`src/hdl/pdl_pkg.sv`:
```
// Constants for the device and link control register bank
package pdl_pkg;
    // ==========================================================
    // Register byte offsets
    localparam logic [11:0] PDL_OFF_DEVCTL  = 12'h088;
    localparam logic [11:0] PDL_OFF_LNKCAP  = 12'h08C;
    localparam logic [11:0] PDL_OFF_LNKCTL  = 12'h090;
    localparam logic [11:0] PDL_OFF_DEVCAP2 = 12'h0A4;
    localparam logic [11:0] PDL_OFF_DEVCTL2 = 12'h0A8;
    localparam logic [11:0] PDL_OFF_LNKCAP2 = 12'h0AC;
    localparam logic [11:0] PDL_OFF_LNKCTL2 = 12'h0B0;
    localparam logic [11:0] PDL_OFF_INTSTAT = 12'h0C0;
    localparam logic [11:0] PDL_OFF_INTMASK = 12'h0C4;
    // ==========================================================
    // Writable and sticky masks, reset values and bit positions
    localparam logic [31:0] PDL_DEVCTL_WMASK  = 32'h0000_79FF;
    localparam logic [31:0] PDL_DEVCTL_RST    = 32'h0000_2800;
    localparam int          PDL_DEVCTL_FLR    = 15;
    localparam int          PDL_DEVSTA_ERR0   = 16;
    localparam int          PDL_DEVSTA_TXPEND = 21;
    localparam logic [31:0] PDL_LNKCTL_WMASK  = 32'h0000_00CB;
    localparam logic [31:0] PDL_DEVCTL2_WMASK = 32'h0000_005F;
    localparam logic [31:0] PDL_DEVCTL2_RST   = 32'h0000_001F;
    localparam logic [31:0] PDL_LNKCTL2_SMASK = 32'h0000_FF9F;
    localparam logic [31:0] PDL_LNKCTL2_WMASK = 32'h0000_0020;
    localparam logic [31:0] PDL_LNKCTL2_RST   = 32'h0000_0001;
    localparam int          PDL_LNKSTA2_EQREQ = 21;
    localparam int          PDL_LNKCAP_L0S    = 10;
    localparam int          PDL_LNKCAP_L1     = 11;
    localparam int          PDL_FLR_CAP_BIT   = 28;
    // ==========================================================
    // Interrupt sources: 4 error flags, equalization request
    localparam int          PDL_NIRQ          = 5;
    localparam logic [4:0]  PDL_IRQ_RST       = 5'h00;
endpackage

```
`src/hdl/pdl_w1c.sv`:
```
// Sticky write-one-to-clear flag bank
`timescale 1ns/1ps
module pdl_w1c
    import pdl_pkg::*;
#(
    parameter int WIDTH = 4
) (
    input  wire logic             mclk_in,
    input  wire logic             rst_n_in,
    input  wire logic             ce_in,
    input  wire logic [WIDTH-1:0] set_in,
    input  wire logic [WIDTH-1:0] clr_in,
    output logic      [WIDTH-1:0] flag_out
);
    initial begin
        if (WIDTH < 1) $error("pdl_w1c: WIDTH must be at least 1");
    end
    genvar i;
    generate
        for (i = 0; i < WIDTH; i++) begin : g_bit
            // ==========================================================
            // Set beats clear so a coincident event is never lost
            always_ff @(posedge mclk_in or negedge rst_n_in) begin
                if (!rst_n_in) begin
                    flag_out[i] <= 1'b0;
                end else if (ce_in) begin
                    flag_out[i] <= set_in[i] | (flag_out[i] & ~clr_in[i]);
                end
            end
        end
    endgenerate
endmodule

```
`src/hdl/pdl_regs.sv`:
```
// Device and link control/status register bank of an endpoint function
//
// Functional notes
// RULE1: Error reporting enables bits 0-2 read-write; detected flags 16-18 write-one-clear.
// RULE2: Unsupported request enable bit 3; detected flag bit 19, write-one-clear.
// RULE3: Extended tag enable bit 8 read-write, resets to zero.
// RULE4: Max read request size bits 14:12 read-write, resets to 2.
// RULE5: Writing one to bit 15 starts function reset only if capable.
// RULE6: Function reset trigger bit always reads zero.
// RULE7: Transaction pending bit 21 follows outstanding non-posted requests.
// RULE8: ASPM L0s and L1 support bits 10, 11 read-only strap values.
// RULE9: Timeout ranges/disable support in caps 2; control 2 resets to 0xF, 1.
// RULE10: Atomic requester enable bit 6 of control 2, resets to zero.
// RULE11: Autonomous speed disable bit 5 of link control 2, resets to zero.
// RULE12: Equalization status bits 17-20 read-only; request bit 21 write-one-clear.
// RULE13: Reserved bits read zero and ignore writes.
// RULE14: Sticky link control 2 fields survive function and conventional resets.
`timescale 1ns/1ps
module pdl_regs
    import pdl_pkg::*;
#(
    parameter int          AW        = 12,
    parameter logic [31:0] LNKCAP_V  = 32'h0040_6C11,
    parameter logic [31:0] DEVCAP_V  = 32'h1000_0000,
    parameter logic [31:0] DEVCAP2_V = 32'h0000_001F,
    parameter logic [31:0] LNKCAP2_V = 32'h0000_0002
) (
    input  wire logic          mclk_in,
    input  wire logic          rst_n_in,
    input  wire logic          por_n_in,
    input  wire logic          ce_in,
    input  wire logic [AW-1:0] addr_in,
    input  wire logic [31:0]   wdata_in,
    input  wire logic          wr_in,
    input  wire logic          rd_in,
    output logic      [31:0]   rdata_out,
    input  wire logic [3:0]    err_event_in,
    input  wire logic          np_pending_in,
    input  wire logic [9:0]    link_state_in,
    input  wire logic [3:0]    eq_status_in,
    input  wire logic          eq_request_in,
    output logic               flr_out,
    output logic               irq_out,
    output logic [31:0]        devctl_out,
    output logic [31:0]        devctl2_out,
    output logic [31:0]        lnkctl_out,
    output logic [31:0]        lnkctl2_out
);
    initial begin
        if (AW < 8) $error("pdl_regs: AW must be at least 8");
    end

    // ==========================================================
    // Decode
    wire logic [11:0] a12      = 12'(addr_in);
    wire logic        wr_dev   = ce_in & wr_in & (a12 == PDL_OFF_DEVCTL);
    wire logic        wr_lnk   = ce_in & wr_in & (a12 == PDL_OFF_LNKCTL);
    wire logic        wr_dev2  = ce_in & wr_in & (a12 == PDL_OFF_DEVCTL2);
    wire logic        wr_lnk2  = ce_in & wr_in & (a12 == PDL_OFF_LNKCTL2);
    wire logic        wr_ist   = ce_in & wr_in & (a12 == PDL_OFF_INTSTAT);
    wire logic        wr_imsk  = ce_in & wr_in & (a12 == PDL_OFF_INTMASK);
    wire logic        flr_cap  = DEVCAP_V[PDL_FLR_CAP_BIT];

    // ==========================================================
    // Status inputs come from core logic on this clock: no sync
    logic [31:0] devctl_q;
    logic [31:0] lnkctl_q;
    logic [31:0] devctl2_q;
    logic [31:0] lnkctl2_q;
    logic [31:0] rdata_q;
    logic        flr_q;
    logic        irq_q;
    logic        txpend_q;
    logic [9:0]  lsta_q;
    logic [3:0]  eqsta_q;
    logic [4:0]  imask_q;
    logic [3:0]  errflag;
    logic        eqflag;
    logic [4:0]  istat;

    // ==========================================================
    // Sticky event flags
    pdl_w1c #(.WIDTH(4)) u_err (
        .mclk_in  (mclk_in),
        .rst_n_in (rst_n_in),
        .ce_in    (ce_in),
        .set_in   (err_event_in),
        .clr_in   (wr_dev ? wdata_in[PDL_DEVSTA_ERR0 +: 4] : 4'h0), // RULE1 RULE2
        .flag_out (errflag)
    );
    pdl_w1c #(.WIDTH(1)) u_eq (
        .mclk_in  (mclk_in),
        .rst_n_in (rst_n_in),
        .ce_in    (ce_in),
        .set_in   (eq_request_in),
        .clr_in   (wr_lnk2 & wdata_in[PDL_LNKSTA2_EQREQ]), // RULE12
        .flag_out (eqflag)
    );
    pdl_w1c #(.WIDTH(PDL_NIRQ)) u_ist (
        .mclk_in  (mclk_in),
        .rst_n_in (rst_n_in),
        .ce_in    (ce_in),
        .set_in   ({eq_request_in, err_event_in}),
        .clr_in   (wr_ist ? wdata_in[PDL_NIRQ-1:0] : PDL_IRQ_RST),
        .flag_out (istat)
    );

    // ==========================================================
    // Control registers; reserved bits masked on write
    wire logic [31:0] devctl_d  = (wdata_in & PDL_DEVCTL_WMASK) | (devctl_q & ~PDL_DEVCTL_WMASK); // RULE13
    wire logic [31:0] lnkctl_d  = wdata_in & PDL_LNKCTL_WMASK; // RULE13
    wire logic [31:0] devctl2_d = wdata_in & PDL_DEVCTL2_WMASK; // RULE10
    wire logic [31:0] lnk2_wd   = wdata_in & PDL_LNKCTL2_WMASK; // RULE11
    wire logic [31:0] lnk2_sd   = wdata_in & PDL_LNKCTL2_SMASK; // RULE14
    wire logic        flr_d     = wr_dev & wdata_in[PDL_DEVCTL_FLR] & flr_cap; // RULE5

    always_ff @(posedge mclk_in or negedge rst_n_in) begin
        if (!rst_n_in) begin
            devctl_q  <= PDL_DEVCTL_RST; // RULE1 RULE3 RULE4
            lnkctl_q  <= 32'h0000_0000;
            devctl2_q <= PDL_DEVCTL2_RST; // RULE9
            flr_q     <= 1'b0;
        end else if (ce_in) begin
            if (wr_dev) begin
                devctl_q <= devctl_d;
            end
            if (wr_lnk) begin
                lnkctl_q <= lnkctl_d;
            end
            if (wr_dev2) begin
                devctl2_q <= devctl2_d;
            end
            flr_q <= flr_d; // RULE5
        end
    end

    // Non-sticky half of link control 2
    logic [31:0] lnk2w_q;
    always_ff @(posedge mclk_in or negedge rst_n_in) begin
        if (!rst_n_in) begin
            lnk2w_q <= 32'h0000_0000; // RULE11
        end else if (ce_in && wr_lnk2) begin
            lnk2w_q <= lnk2_wd;
        end
    end

    // Sticky half: only power-on reset touches it
    logic [31:0] lnk2s_q;
    always_ff @(posedge mclk_in or negedge por_n_in) begin
        if (!por_n_in) begin
            lnk2s_q <= PDL_LNKCTL2_RST; // RULE14
        end else if (ce_in && wr_lnk2) begin
            lnk2s_q <= lnk2_sd;
        end
    end

    always_ff @(posedge mclk_in or negedge rst_n_in) begin
        if (!rst_n_in) begin
            txpend_q <= 1'b0;
            lsta_q   <= 10'h000;
            eqsta_q  <= 4'h0;
            imask_q  <= PDL_IRQ_RST;
            irq_q    <= 1'b0;
        end else if (ce_in) begin
            txpend_q <= np_pending_in; // RULE7
            lsta_q   <= link_state_in;
            eqsta_q  <= eq_status_in; // RULE12
            if (wr_imsk) begin
                imask_q <= wdata_in[PDL_NIRQ-1:0];
            end
            irq_q <= |(istat & imask_q);
        end
    end

    // ==========================================================
    // Read composition
    wire logic [31:0] devcs_rd = {10'h000, txpend_q, 1'b0, errflag, 1'b0, devctl_q[14:0]}; // RULE6 RULE7
    wire logic [31:0] lnkcs_rd = {6'h00, lsta_q, 8'h00, lnkctl_q[7:0]};
    wire logic [31:0] lnk2_rd  = {10'h000, eqflag, eqsta_q, 1'b0, lnk2s_q[15:0] | lnk2w_q[15:0]}; // RULE12
    wire logic [31:0] cap_rd   = LNKCAP_V & 32'h007F_FFFF; // RULE8
    logic [31:0] rd_mux;
    always_comb begin
        case (a12)
            PDL_OFF_DEVCTL:  rd_mux = devcs_rd;
            PDL_OFF_LNKCAP:  rd_mux = cap_rd;
            PDL_OFF_LNKCTL:  rd_mux = lnkcs_rd;
            PDL_OFF_DEVCAP2: rd_mux = DEVCAP2_V & 32'h0000_001F; // RULE9
            PDL_OFF_DEVCTL2: rd_mux = devctl2_q;
            PDL_OFF_LNKCAP2: rd_mux = LNKCAP2_V & 32'h0000_000E;
            PDL_OFF_LNKCTL2: rd_mux = lnk2_rd;
            PDL_OFF_INTSTAT: rd_mux = {27'h0000000, istat};
            PDL_OFF_INTMASK: rd_mux = {27'h0000000, imask_q};
            default:         rd_mux = 32'h0000_0000; // RULE13
        endcase
    end

    always_ff @(posedge mclk_in or negedge rst_n_in) begin
        if (!rst_n_in) begin
            rdata_q <= 32'h0000_0000;
        end else if (ce_in) begin
            rdata_q <= rd_in ? rd_mux : 32'h0000_0000;
        end
    end

    assign rdata_out   = rdata_q;
    assign flr_out     = flr_q;
    assign irq_out     = irq_q;
    assign devctl_out  = {16'h0000, 1'b0, devctl_q[14:0]};
    assign devctl2_out = devctl2_q;
    assign lnkctl_out  = lnkctl_q;
    assign lnkctl2_out = lnk2s_q | lnk2w_q;
endmodule

```
`config.mk`:
```
export PLATFORM = sky130hd
export DESIGN_NAME = pdl_regs
export DESIGN_NICKNAME = d
export VERILOG_FILES = /design/src/hdl/pdl_pkg.sv /design/src/hdl/pdl_w1c.sv /design/src/hdl/pdl_regs.sv
export SDC_FILE = /design/constraint.sdc
export NUM_CORES = 1
export LEC_CHECK = 0
export BUFFER_PORTS_ARGS = -buffer_cell sky130_fd_sc_hd__buf_2
export CAP_MARGIN = 20
export CORE_UTILIZATION = 38
export DETAILED_ROUTE_END_ITERATION = 16
export PLACE_DENSITY_LB_ADDON = 0.2
export SLEW_MARGIN = 20
export SYNTH_ARGS = -nofsm -noshare
export SYNTH_HDL_FRONTEND = slang
export SYNTH_SLANG_ARGS = --single-unit
```
`constraint.sdc`:
```
create_clock -name mclk_in -period 1.6 [get_ports mclk_in]
set_input_delay 0.24 -clock mclk_in [delete_from_list [all_inputs] [get_ports mclk_in]]
set_output_delay 0.24 -clock mclk_in [all_outputs]
set_load 0.02 [all_outputs]
```
==> reports/results.tsv, run 1 <==
stage	metric	value	unit
synth	synth_top_family_by_area	buffers and inverters	
synth	netlist_area	5060	um^2
synth	synthTopCellsByArea	dfrtp_1 (44%), buf_4 (14%), mux2_2 (12%)	
synth	synth_simple_gate_area_frac	0.0809	
power_and_ir_drop	p_leak	3.18	nW
floorplanning	fp.dieW	117	um
timing	fin_crit_sh	0.975	
floorplanning	die_area	13800	um^2
synth	synth-compound-area-share	0.112	
floorplanning	core_area	12800	um^2
floorplanning	start_util	0.395	
power_and_ir_drop	ir_drop	0.401	mV
synth	synth_cell_type_count	47	
grt	grt.total_usage	0.189	
run_status	status	finished, final reports clean	
floorplanning	num_rows	41	
critical_path	crit_arrival	1.78	ns
clock_network	tritoncts	done	
power_and_ir_drop	pwr_density_cell	829	nW/um^2
synth	synth_commonest_cells	buf_4 (95), dfrtp_1 (89), mux2_2 (56)	
power_and_ir_drop	totalPowerFinal	5.08	mW
synth	synth-seq-cells	97	
synth	synthMuxAreaShare	0.161	
clock_network	cts_buffer_depth	2	
timing	setup_viol	0	
clock_network	cts_root_buf	clkbuf_16	
synth	synth_ff_type	dfrtp_1	
critical_path	reg2reg_slack	0.27	ns
clock_network	clock_latency	0.34	ns
placement	place_ws	-0.306	ns
final_layout	syn_to_final_growth	21.2	%
routing	drc_errors	0	
synth	yosys_warnings	0	
grt	overflow	0	
clock_network	cts_buffers	9	
critical_path	worst_setup_path_end_kind	flip-flop	
synth	yosys.area.top_type	dfrtp_1	
placement	dpl.hpwl	9.74	mm
routing	wl_per_cell	17.0	um
final_layout	multiInputGateArea	2210	um^2
routing	vias	3660	
timing	clock_skew	0.00727	ns
timing	timing.final.ws_setup	0.0392	ns
routing	postRouteAntennaNets	0	
final_layout	fillCellCount	1202	
synth	async_flop_share	1.00	
final_layout	layout.nets	656	
clock_network	htree_num_levels	3	
synth	ys_seq_area_frac	0.482	
floorplanning	ios	232	
final_layout	seqCellArea	2440	um^2
final_layout	drive_gt1_frac	0.433	
routing	drt_wl_total	13.0	mm
grt	grt_pass1_vias	3599	
clock_network	path_clk_slew	0.07	ns
synth	synth_area_per_cell	11.8	um^2
grt	antenna_found_initial	0	
final_layout	antenna_cells	0	
placement	io_buffers	125	
routing	vias_per_cell	4.80	
critical_path	critPathLaunchType	primary input	
clock_network	clock-sinks	97	
min_path	hp-class	in -> reg	
routing	drt-pass1-iter-count	4	
synth	synth-xor-area-share	0.00173	
flow_run	max_cap_violations	0	
timing	min_period	1.56	ns
synth	synthAdderAreaFrac	0	
timing	rsz0062_at_grt	yes	
grt	grt_pass1_wl	20.0	mm
critical_path	worstSetupPathType	in -> reg	
critical_path	worstPathRequired	1.82	ns
critical_path	crit_path_max_fanout	6	
timing	final_max_slew_viol_count	0	
synth	netlist.area_leader.share	0.440	
routing	drt_iter0_drc	120	
timing	final-hold-violation-count	0	
synth	synth_cells	430	
synth	synth_edf_count	0	
placement	gp_congestion	0.848	
timing	holdWs	0.109	ns
timing	fmax	641	MHz
synth	yosys.cell_count.top_type	buf_4	
floorplanning	die_y	117	um
grt	grt_start_max_net_pins	35	
[layer usage]
metal / track usage / part of all wire / vias to the layer above / wire length (um)
met2: 0.319 / 0.49 / 166 / 6390
met5: 0 / 0 / - / 0
li1: - / - / 1655 / -
met1: 0.241 / 0.44 / 1823 / 5710
met4: 0.0633 / 0.015 / 0 / 199
met3: 0.0365 / 0.054 / 16 / 700
[stage by stage]
stage	TNS, ns	instance area (um^2)	std cells	utilization
finish	0	6130	763	0.478
global route	-0.141	6130	763	0.478
CTS	0	6060	759	0.472
detailed placement	-14.98	5770	741	0.450
global placement	-14.49	5770	741	0.450
floorplan	-8.00	5450	524	-
[kinds of logic (layout without fill, tap and decap cells)]
logic type / after synthesis / after routing
DFF: 97 / 97
AOI/OAI and AO/OA: 74 / 74
muxes: 74 / 74
other: 1 / 95
and+or+nand+nor: 65 / 65
xor gates and xnor gates: 1 / 1
buffers and inverters: 118 / 185
[sequential cells by signal, summed over array words and instances (netlist names)]
register,count
devctl2_out,6
devctl_q,13
eqsta_q,4
flr_out,1
imask_q,5
irq_out,1
lnk2s_q,14
lnk2w_q,1
lnkctl_out,5
lsta_q,10
rdata_out,26
txpend_q,1
u_eq.flag_out,1
u_err.flag_out,4
u_ist.flag_out,5
[critical path, cell delays in order]
cell	delay, ns
buf_2	0.11
nor4_4	0.27
buf_6	0.17
nand4b_4	0.13
buf_6	0.17
nor3_4	0.23
buf_6	0.14
mux2_2	0.32
[area by class of cell]
cell class                      count  area share
Multi-Input combinational cell    309       0.360
Clock buffer                       10      0.0373
Tap cell                          172      0.0351
Clock inverter                      6     0.00714
Timing Repair Buffer              163       0.159
Inverter                            6     0.00367
Sequential cell                    97       0.397
[worst paths after layout]
kind | start | endpoint | depth (start not counted)
max | addr_in[9] | lnkctl_out[3] | 8
min | link_state_in[0] | lsta_q[0] | 3
max reg2reg | imask_q[2] | rdata_out[2] | 5
min reg2reg | rdata_out[7] | rdata_out[7] | 1
max in group asynchronous | rst_n_in | u_err.flag_out[3] | 3
min in group asynchronous | por_n_in | lnk2s_q[8] | 2
[layout by cell type (no fill, tap or decap), types with 2 or more instances in the layout]
cell type / instances
clkinv_4: 2
mux2_4: 5
nor3_1: 3
buf_12: 3
a21oi_1: 12
o21ai_0: 3
a221oi_1: 4
nand2b_1: 2
buf_2: 125
dfrtp_1: 89
nand2_1: 24
o22ai_1: 7
mux2_2: 52
conb_1: 95
clkinv_2: 2
a22oi_1: 5
inv_1: 5
nand4_1: 2
dlygate4sd3_1: 2
buf_6: 6
buf_4: 27
a22o_1: 16
nor3_4: 3
o32ai_1: 2
o2bb2ai_1: 19
mux2i_1: 16
clkbuf_16: 9
nor2b_1: 6
nor2_4: 2
nor2_1: 11
dfstp_2: 8
[what timing repair did]
action,CTS,global route
endpoints found under the setup margin,0,26
resized for setup,0,12
hold endpoints to repair,38,0
hold buffers,2,0
setup buffers,0,3
[report_power, final]
group,internal (mW),total [mW],switching (mW)
Combinational,0.152,0.561,0.409
Sequential,2.49,2.52,0.0211
Clock,1.06,2.01,0.945
Total,3.71,5.08,1.37
(Power assumes the default switching activity.)
==> run 2: changes to the inputs <==
Settings changed: CORE_MARGIN from default to 8.
Clock period 1.6 ns to 1.9 ns, I/O delays scaled along.
==> run 2 against run 1 <==
Compared with the run above: sequential share of layout area up 0.29 points; highest routed layer unchanged; register-to-register slack improved by 0.34 ns; total power down 12%; sequential power is 16% lower; global-route usage down 2.9 points; hold slack improved by 0.064 ns; non-clock buffer count down 5; cell count did not move; largest cell class unchanged; clock power shrank 6%; routed wire length increased by 7.5%; design area shrank 0.73%.
==> reports/results.tsv, run 2 (same netlist as run 1, synthesis figures left out) <==
stage	metric	value	unit	change
run_status	status	finished, final reports clean		
floorplanning	core_area	13100	um^2	+2.4%
grt	grt.total_usage	0.160		-0.0292
clock_network	htree_num_levels	3		unchanged
final_layout	fin_area	6090	um^2	-0.73%
final_layout	drive_gt1_frac	0.425		-0.00825
floorplanning	ios	232		unchanged
clock_network	clock_latency	0.34	ns	about the same
routing	drt-pass1-iter-count	4		unchanged
grt	grt_pass1_vias	3893		+8.2%
critical_path	path_common_cell	buf_4		
routing	drc_errors	0		unchanged
timing	fin_crit_sh	0.830		
critical_path	worstSetupPathType	in -> reg		
clock_network	cts_buffer_depth	2		unchanged
critical_path	worstPathRequired	2.16	ns	+0.34 ns
timing	final-hold-violation-count	0		unchanged
timing	tns	0	ns	unchanged
floorplanning	die_area	17300	um^2	+25%
final_layout	fin_util	0.463		-0.0148
grt	grt_start_max_net_pins	51		+46%
routing	postRouteAntennaNets	0		unchanged
floorplanning	fp.dieW	131	um	+12%
floorplanning	start_util	0.385		-0.00939
placement	dpl.hpwl	11.0	mm	+13%
grt	grt_pass1_wl	22.4	mm	+12%
clock_network	tritoncts	done		
timing	fmax	634	MHz	
grt	overflow	0		unchanged
routing	wl_per_cell	18.3	um	+7.5%
final_layout	layout.nets	651		-0.76%
power_and_ir_drop	ir_drop	0.563	mV	+40%
critical_path	crit_buf_inv	3		-1
critical_path	crit_family	compound AO/OA/AOI/OAI gates		
routing	vias_per_cell	4.68		-2.4%
floorplanning	die_y	131	um	+12%
floorplanning	num_rows	42		+2.4%
flow_run	max_cap_violations	0		unchanged
clock_network	cts_resized	0		unchanged
routing	vias	3572		-2.4%
grt	antenna_found_initial	0		unchanged
critical_path	crit_arrival	1.84	ns	+0.06 ns
clock_network	cts_buffers	9		unchanged
final_layout	syn_to_final_growth	20.3	%	
power_and_ir_drop	p_leak	3.15	nW	-1.1%
clock_network	clock-sinks	97		unchanged
final_layout	largest_reg_flops	26		unchanged
final_layout	final_common_cell	buf_2		
timing	clock_skew	0.00579	ns	-0.00148 ns
critical_path	crit_chain	buf_2 > nor4b_4 > buf_4 > nand2_1 > a31o_2 > a21o_1 > buf_4 > o2bb2ai_1		
placement	dpl-instance-area	5750	um^2	-0.24%
final_layout	mostFrequentLayoutCells	buf_2 (124), conb_1 (95), dfrtp_1 (89)		
power_and_ir_drop	pwr_density_cell	735	nW/um^2	-11%
critical_path	critPathLaunchType	primary input		
placement	gp_congestion	0.831		-2.0%
placement	io_buffers	125		unchanged
clock_network	path_clk_slew	0.07	ns	about the same
clock_network	cts_root_buf	clkbuf_16		
routing	drt_wl_total	14.0	mm	+7.5%
critical_path	crit_path_max_fanout	15		+9
critical_path	max_stage_delay	0.38	ns	+0.06 ns
timing	final_max_slew_viol_count	0		unchanged
timing	setup_viol	0		unchanged
min_path	hp-class	in -> reg		
timing	min_period	1.58	ns	
critical_path	slowest_stage	nor4b_4		
timing	rsz0062_at_grt	no		
routing	drt_iter0_drc	173		+44%
critical_path	worst_setup_path_end_kind	flip-flop		
run 2: timing repair:
action / 4_1_cts / 5_1_grt
hold buffers: 2 / 0
endpoints found under the hold margin: 44 / 0
setup buffers: 0 / 0
run 2: path summary, 6_finish.rpt:
| kind | end | cells past startpoint | startpoint | slack [ns] |
|---|---|---|---|---|
| min in group asynchronous | lnk2s_q[10] | 2 | por_n_in | 0.40 |
| min reg2reg | rdata_out[24] | 1 | lsta_q[8] | 0.49 |
| max in group asynchronous | devctl2_out[4] | 3 | rst_n_in | 0.77 |
| max | rdata_out[5] | 8 | addr_in[4] | 0.32 |
| min | lnk2s_q[10] | 2 | wdata_in[10] | 0.17 |
| max reg2reg | rdata_out[2] | 5 | imask_q[2] | 0.61 |
run 2: through the flow:
stage	total power [mW]	hold slack [ns]	cells	worst slack [ns]
after floorplan	2.59	-0.0106	524	-0.0545
after global placement	2.61	0.236	744	-0.0146
after detailed placement	2.62	0.239	744	-0.0298
after CTS	4.52	0.162	762	0.333
after global routing	4.65	0.167	762	0.255
final	4.47	0.174	763	0.322
run 2: worst reg2reg max path, cell delays in order (launching register included):
cell and delay (ns):
dfrtp_1 0.40, and3b_1 0.19, o21ai_0 0.17, a21oi_1 0.10, a221oi_1 0.22, o2bb2ai_1 0.09
run 2: final cells by class:
class / instances / area, um^2
Multi-Input combinational cell: 309 / 2170
Antenna cell: 1 / 2.50
Inverter: 6 / 22.5
Timing Repair Buffer: 158 / 918
Clock inverter: 6 / 72.6
Tap cell: 176 / 220
Sequential cell: 97 / 2440
Clock buffer: 10 / 239
Fill cell: 1249 / 7050
run 2: power breakdown:
group / total [mW] / switching (mW) / internal (mW)
Sequential: 2.12 / 0.0167 / 2.10
Clock: 1.89 / 0.815 / 1.07
Combinational: 0.468 / 0.344 / 0.124
run 2: metal layers:
layer	track usage	up-vias	wire, um
met5	0	-	0
met2	0.264	171	6810
met3	0.0629	13	1280
met1	0.189	1748	5750
met4	0.0440	0	135
li1	-	1640	-
==> run 3: changes to the inputs <==
Clock period 1.9 ns to 1.6 ns, I/O delays scaled along.
==> run 3 against run 2 <==
Compared with the run above: cell count rose by 0.79%; first-iteration DRC count decreased by 13%; total power grew 12%; via count increased by 0.70%; combinational power increased by 21%; setup slack got worse by 0.29 ns; die area unchanged; sequential share of layout area decreased by 0.16 points; design area grew 0.39%.
==> reports/results.tsv, run 3 (same netlist as run 1, synthesis figures left out) <==
stage	metric	value	unit	change
run_status	status	finished, final reports clean		
clock_network	htree_num_levels	3		unchanged
clock_network	clock-sinks	97		unchanged
routing	drt_wl_total	14.1	mm	+0.89%
placement	place_ws	-0.350	ns	-0.321 ns
floorplanning	core_area	13100	um^2	unchanged
clock_network	tritoncts	done		
final_layout	largest_reg_flops	26		unchanged
routing	drc_errors	0		unchanged
floorplanning	start_util	0.385		unchanged
timing	rsz0062_at_grt	yes		
final_layout	seqCellArea	2440	um^2	unchanged
grt	grt.total_usage	0.159		-0.000892
final_layout	fin_area	6110	um^2	+0.39%
clock_network	path_clk_slew	0.06	ns	about the same
critical_path	worst_setup_path_end_kind	flip-flop		
timing	clock_skew	0.00446	ns	-0.00134 ns
placement	io_buffers	125		unchanged
critical_path	crit_path_max_fanout	14		-1
clock_network	cts_buffer_depth	2		unchanged
clock_network	cts_root_buf	clkbuf_16		
final_layout	layout.nets	658		+1.1%
timing	setup_viol	0		unchanged
floorplanning	fp.dieW	131	um	unchanged
critical_path	reg2reg_slack	0.33	ns	-0.28 ns
timing	fmax	638	MHz	
final_layout	multiInputGateArea	2190	um^2	+0.69%
timing	final-hold-violation-count	0		unchanged
timing	fin_crit_sh	0.979		
routing	wl_per_cell	18.3	um	about the same
final_layout	fin_util	0.465		+0.00181
critical_path	max_stage_delay	0.34	ns	-0.04 ns
final_layout	drive_gt1_frac	0.428		+0.00342
grt	grt_pass1_wl	22.1	mm	-1.3%
power_and_ir_drop	totalPowerFinal	5.02	mW	+12%
grt	antenna_found_initial	0		unchanged
power_and_ir_drop	ir_drop	0.423	mV	-25%
timing	min_period	1.57	ns	
grt	grt_start_max_net_pins	35		-31%
final_layout	antenna_cells	0		-1
floorplanning	ios	232		unchanged
clock_network	clock_latency	0.34	ns	about the same
min_path	hp-class	in -> reg		
final_layout	syn_to_final_growth	20.8	%	
critical_path	critPathLaunchType	primary input		
routing	postRouteAntennaNets	0		unchanged
floorplanning	num_rows	42		unchanged
placement	dpl-instance-area	5790	um^2	+0.72%
final_layout	mostFrequentLayoutCells	buf_2 (124), conb_1 (95), dfrtp_1 (89)		
critical_path	crit_arrival	1.78	ns	-0.06 ns
placement	numPlacedInstances	748		+0.54%
min_path	worstHoldPathCells	2		unchanged
placement	dpl.hpwl	11.2	mm	+1.8%
routing	drt-pass1-iter-count	4		unchanged
critical_path	worstSetupPathType	in -> reg		
final_layout	final_cells	769		+0.79%
floorplanning	die_y	131	um	unchanged
placement	gp_congestion	0.898		+8.0%
critical_path	slowest_stage	mux2_2		
routing	vias	3597		+0.70%
routing	drt_iter0_drc	150		-13%
power_and_ir_drop	p_leak	3.16	nW	+0.31%
floorplanning	die_area	17300	um^2	unchanged
grt	grt_pass1_vias	3854		-1.0%
timing	timing.final.ws_setup	0.0335	ns	-0.289 ns
grt	overflow	0		unchanged
timing	final_max_slew_viol_count	0		unchanged
power_and_ir_drop	pwr_density_cell	822	nW/um^2	+12%
final_layout	final_common_cell	buf_2		
clock_network	cts_buffers	9		unchanged
routing	vias_per_cell	4.68		about the same
flow_run	max_cap_violations	0		unchanged
critical_path	reg2reg_depth	5		unchanged
critical_path	crit_chain	buf_2 > nor4b_4 > buf_4 > nand4_4 > nor3_4 > buf_12 > mux2_2		
critical_path	worstPathRequired	1.82	ns	-0.34 ns
final_layout	fillCellCount	1270		+1.7%
[run 3: power breakdown]
group | internal [mW] | switching (mW)
clock | 1.06 | 0.887
sequential | 2.50 | 0.0210
combinational | 0.153 | 0.411
[run 3: timing repair]
action	CTS	global route
gates resized for setup	0	2
endpoints found under the hold margin	35	0
buffers inserted	0	3
hold buffers	2	0
setup endpoints to repair	0	11
[run 3: worst paths after layout]
| kind | from | end |
|---|---|---|
| max | addr_in[4] | devctl_q[6] |
| min | wdata_in[9] | lnk2s_q[9] |
| max reg2reg | imask_q[2] | rdata_out[2] |
| min reg2reg | rdata_out[6] | rdata_out[6] |
| max in group asynchronous | rst_n_in | imask_q[0] |
| min in group asynchronous | rst_n_in | eqsta_q[2] |
[run 3: routing by layer]
layer,vias up,track usage,part of all wire,wire length [um]
met2,163,0.258,0.48,6800
met5,-,0,0,0
met1,1759,0.195,0.43,6000
met3,4,0.0621,0.088,1240
li1,1671,-,-,-
met4,0,0.0345,0.0045,64
[run 3: final cells by class]
cell class / instances / share of cell area
multi-input combinational: 309 / 0.358
timing repair buffer: 165 / 0.160
tap: 176 / 0.0360
sequential: 97 / 0.399
clock buffer: 12 / 0.0387
clock inverter: 4 / 0.00491
inverter: 6 / 0.00369
[run 3: critical path, delay by kind of cell]
family / cells / cell delay (ns)
mux: 1 / 0.34
simple gates: 3 / 0.70
buf+inv: 3 / 0.49
[run 3: through the flow]
step | setup TNS, ns | hold slack [ns]
final | 0 | 0.135
after CTS | 0 | 0.118
after global placement | -13.91 | 0.168
after detailed placement | -15.15 | 0.169
after floorplan | -8.00 | -0.0556
after global routing | -0.0359 | 0.124
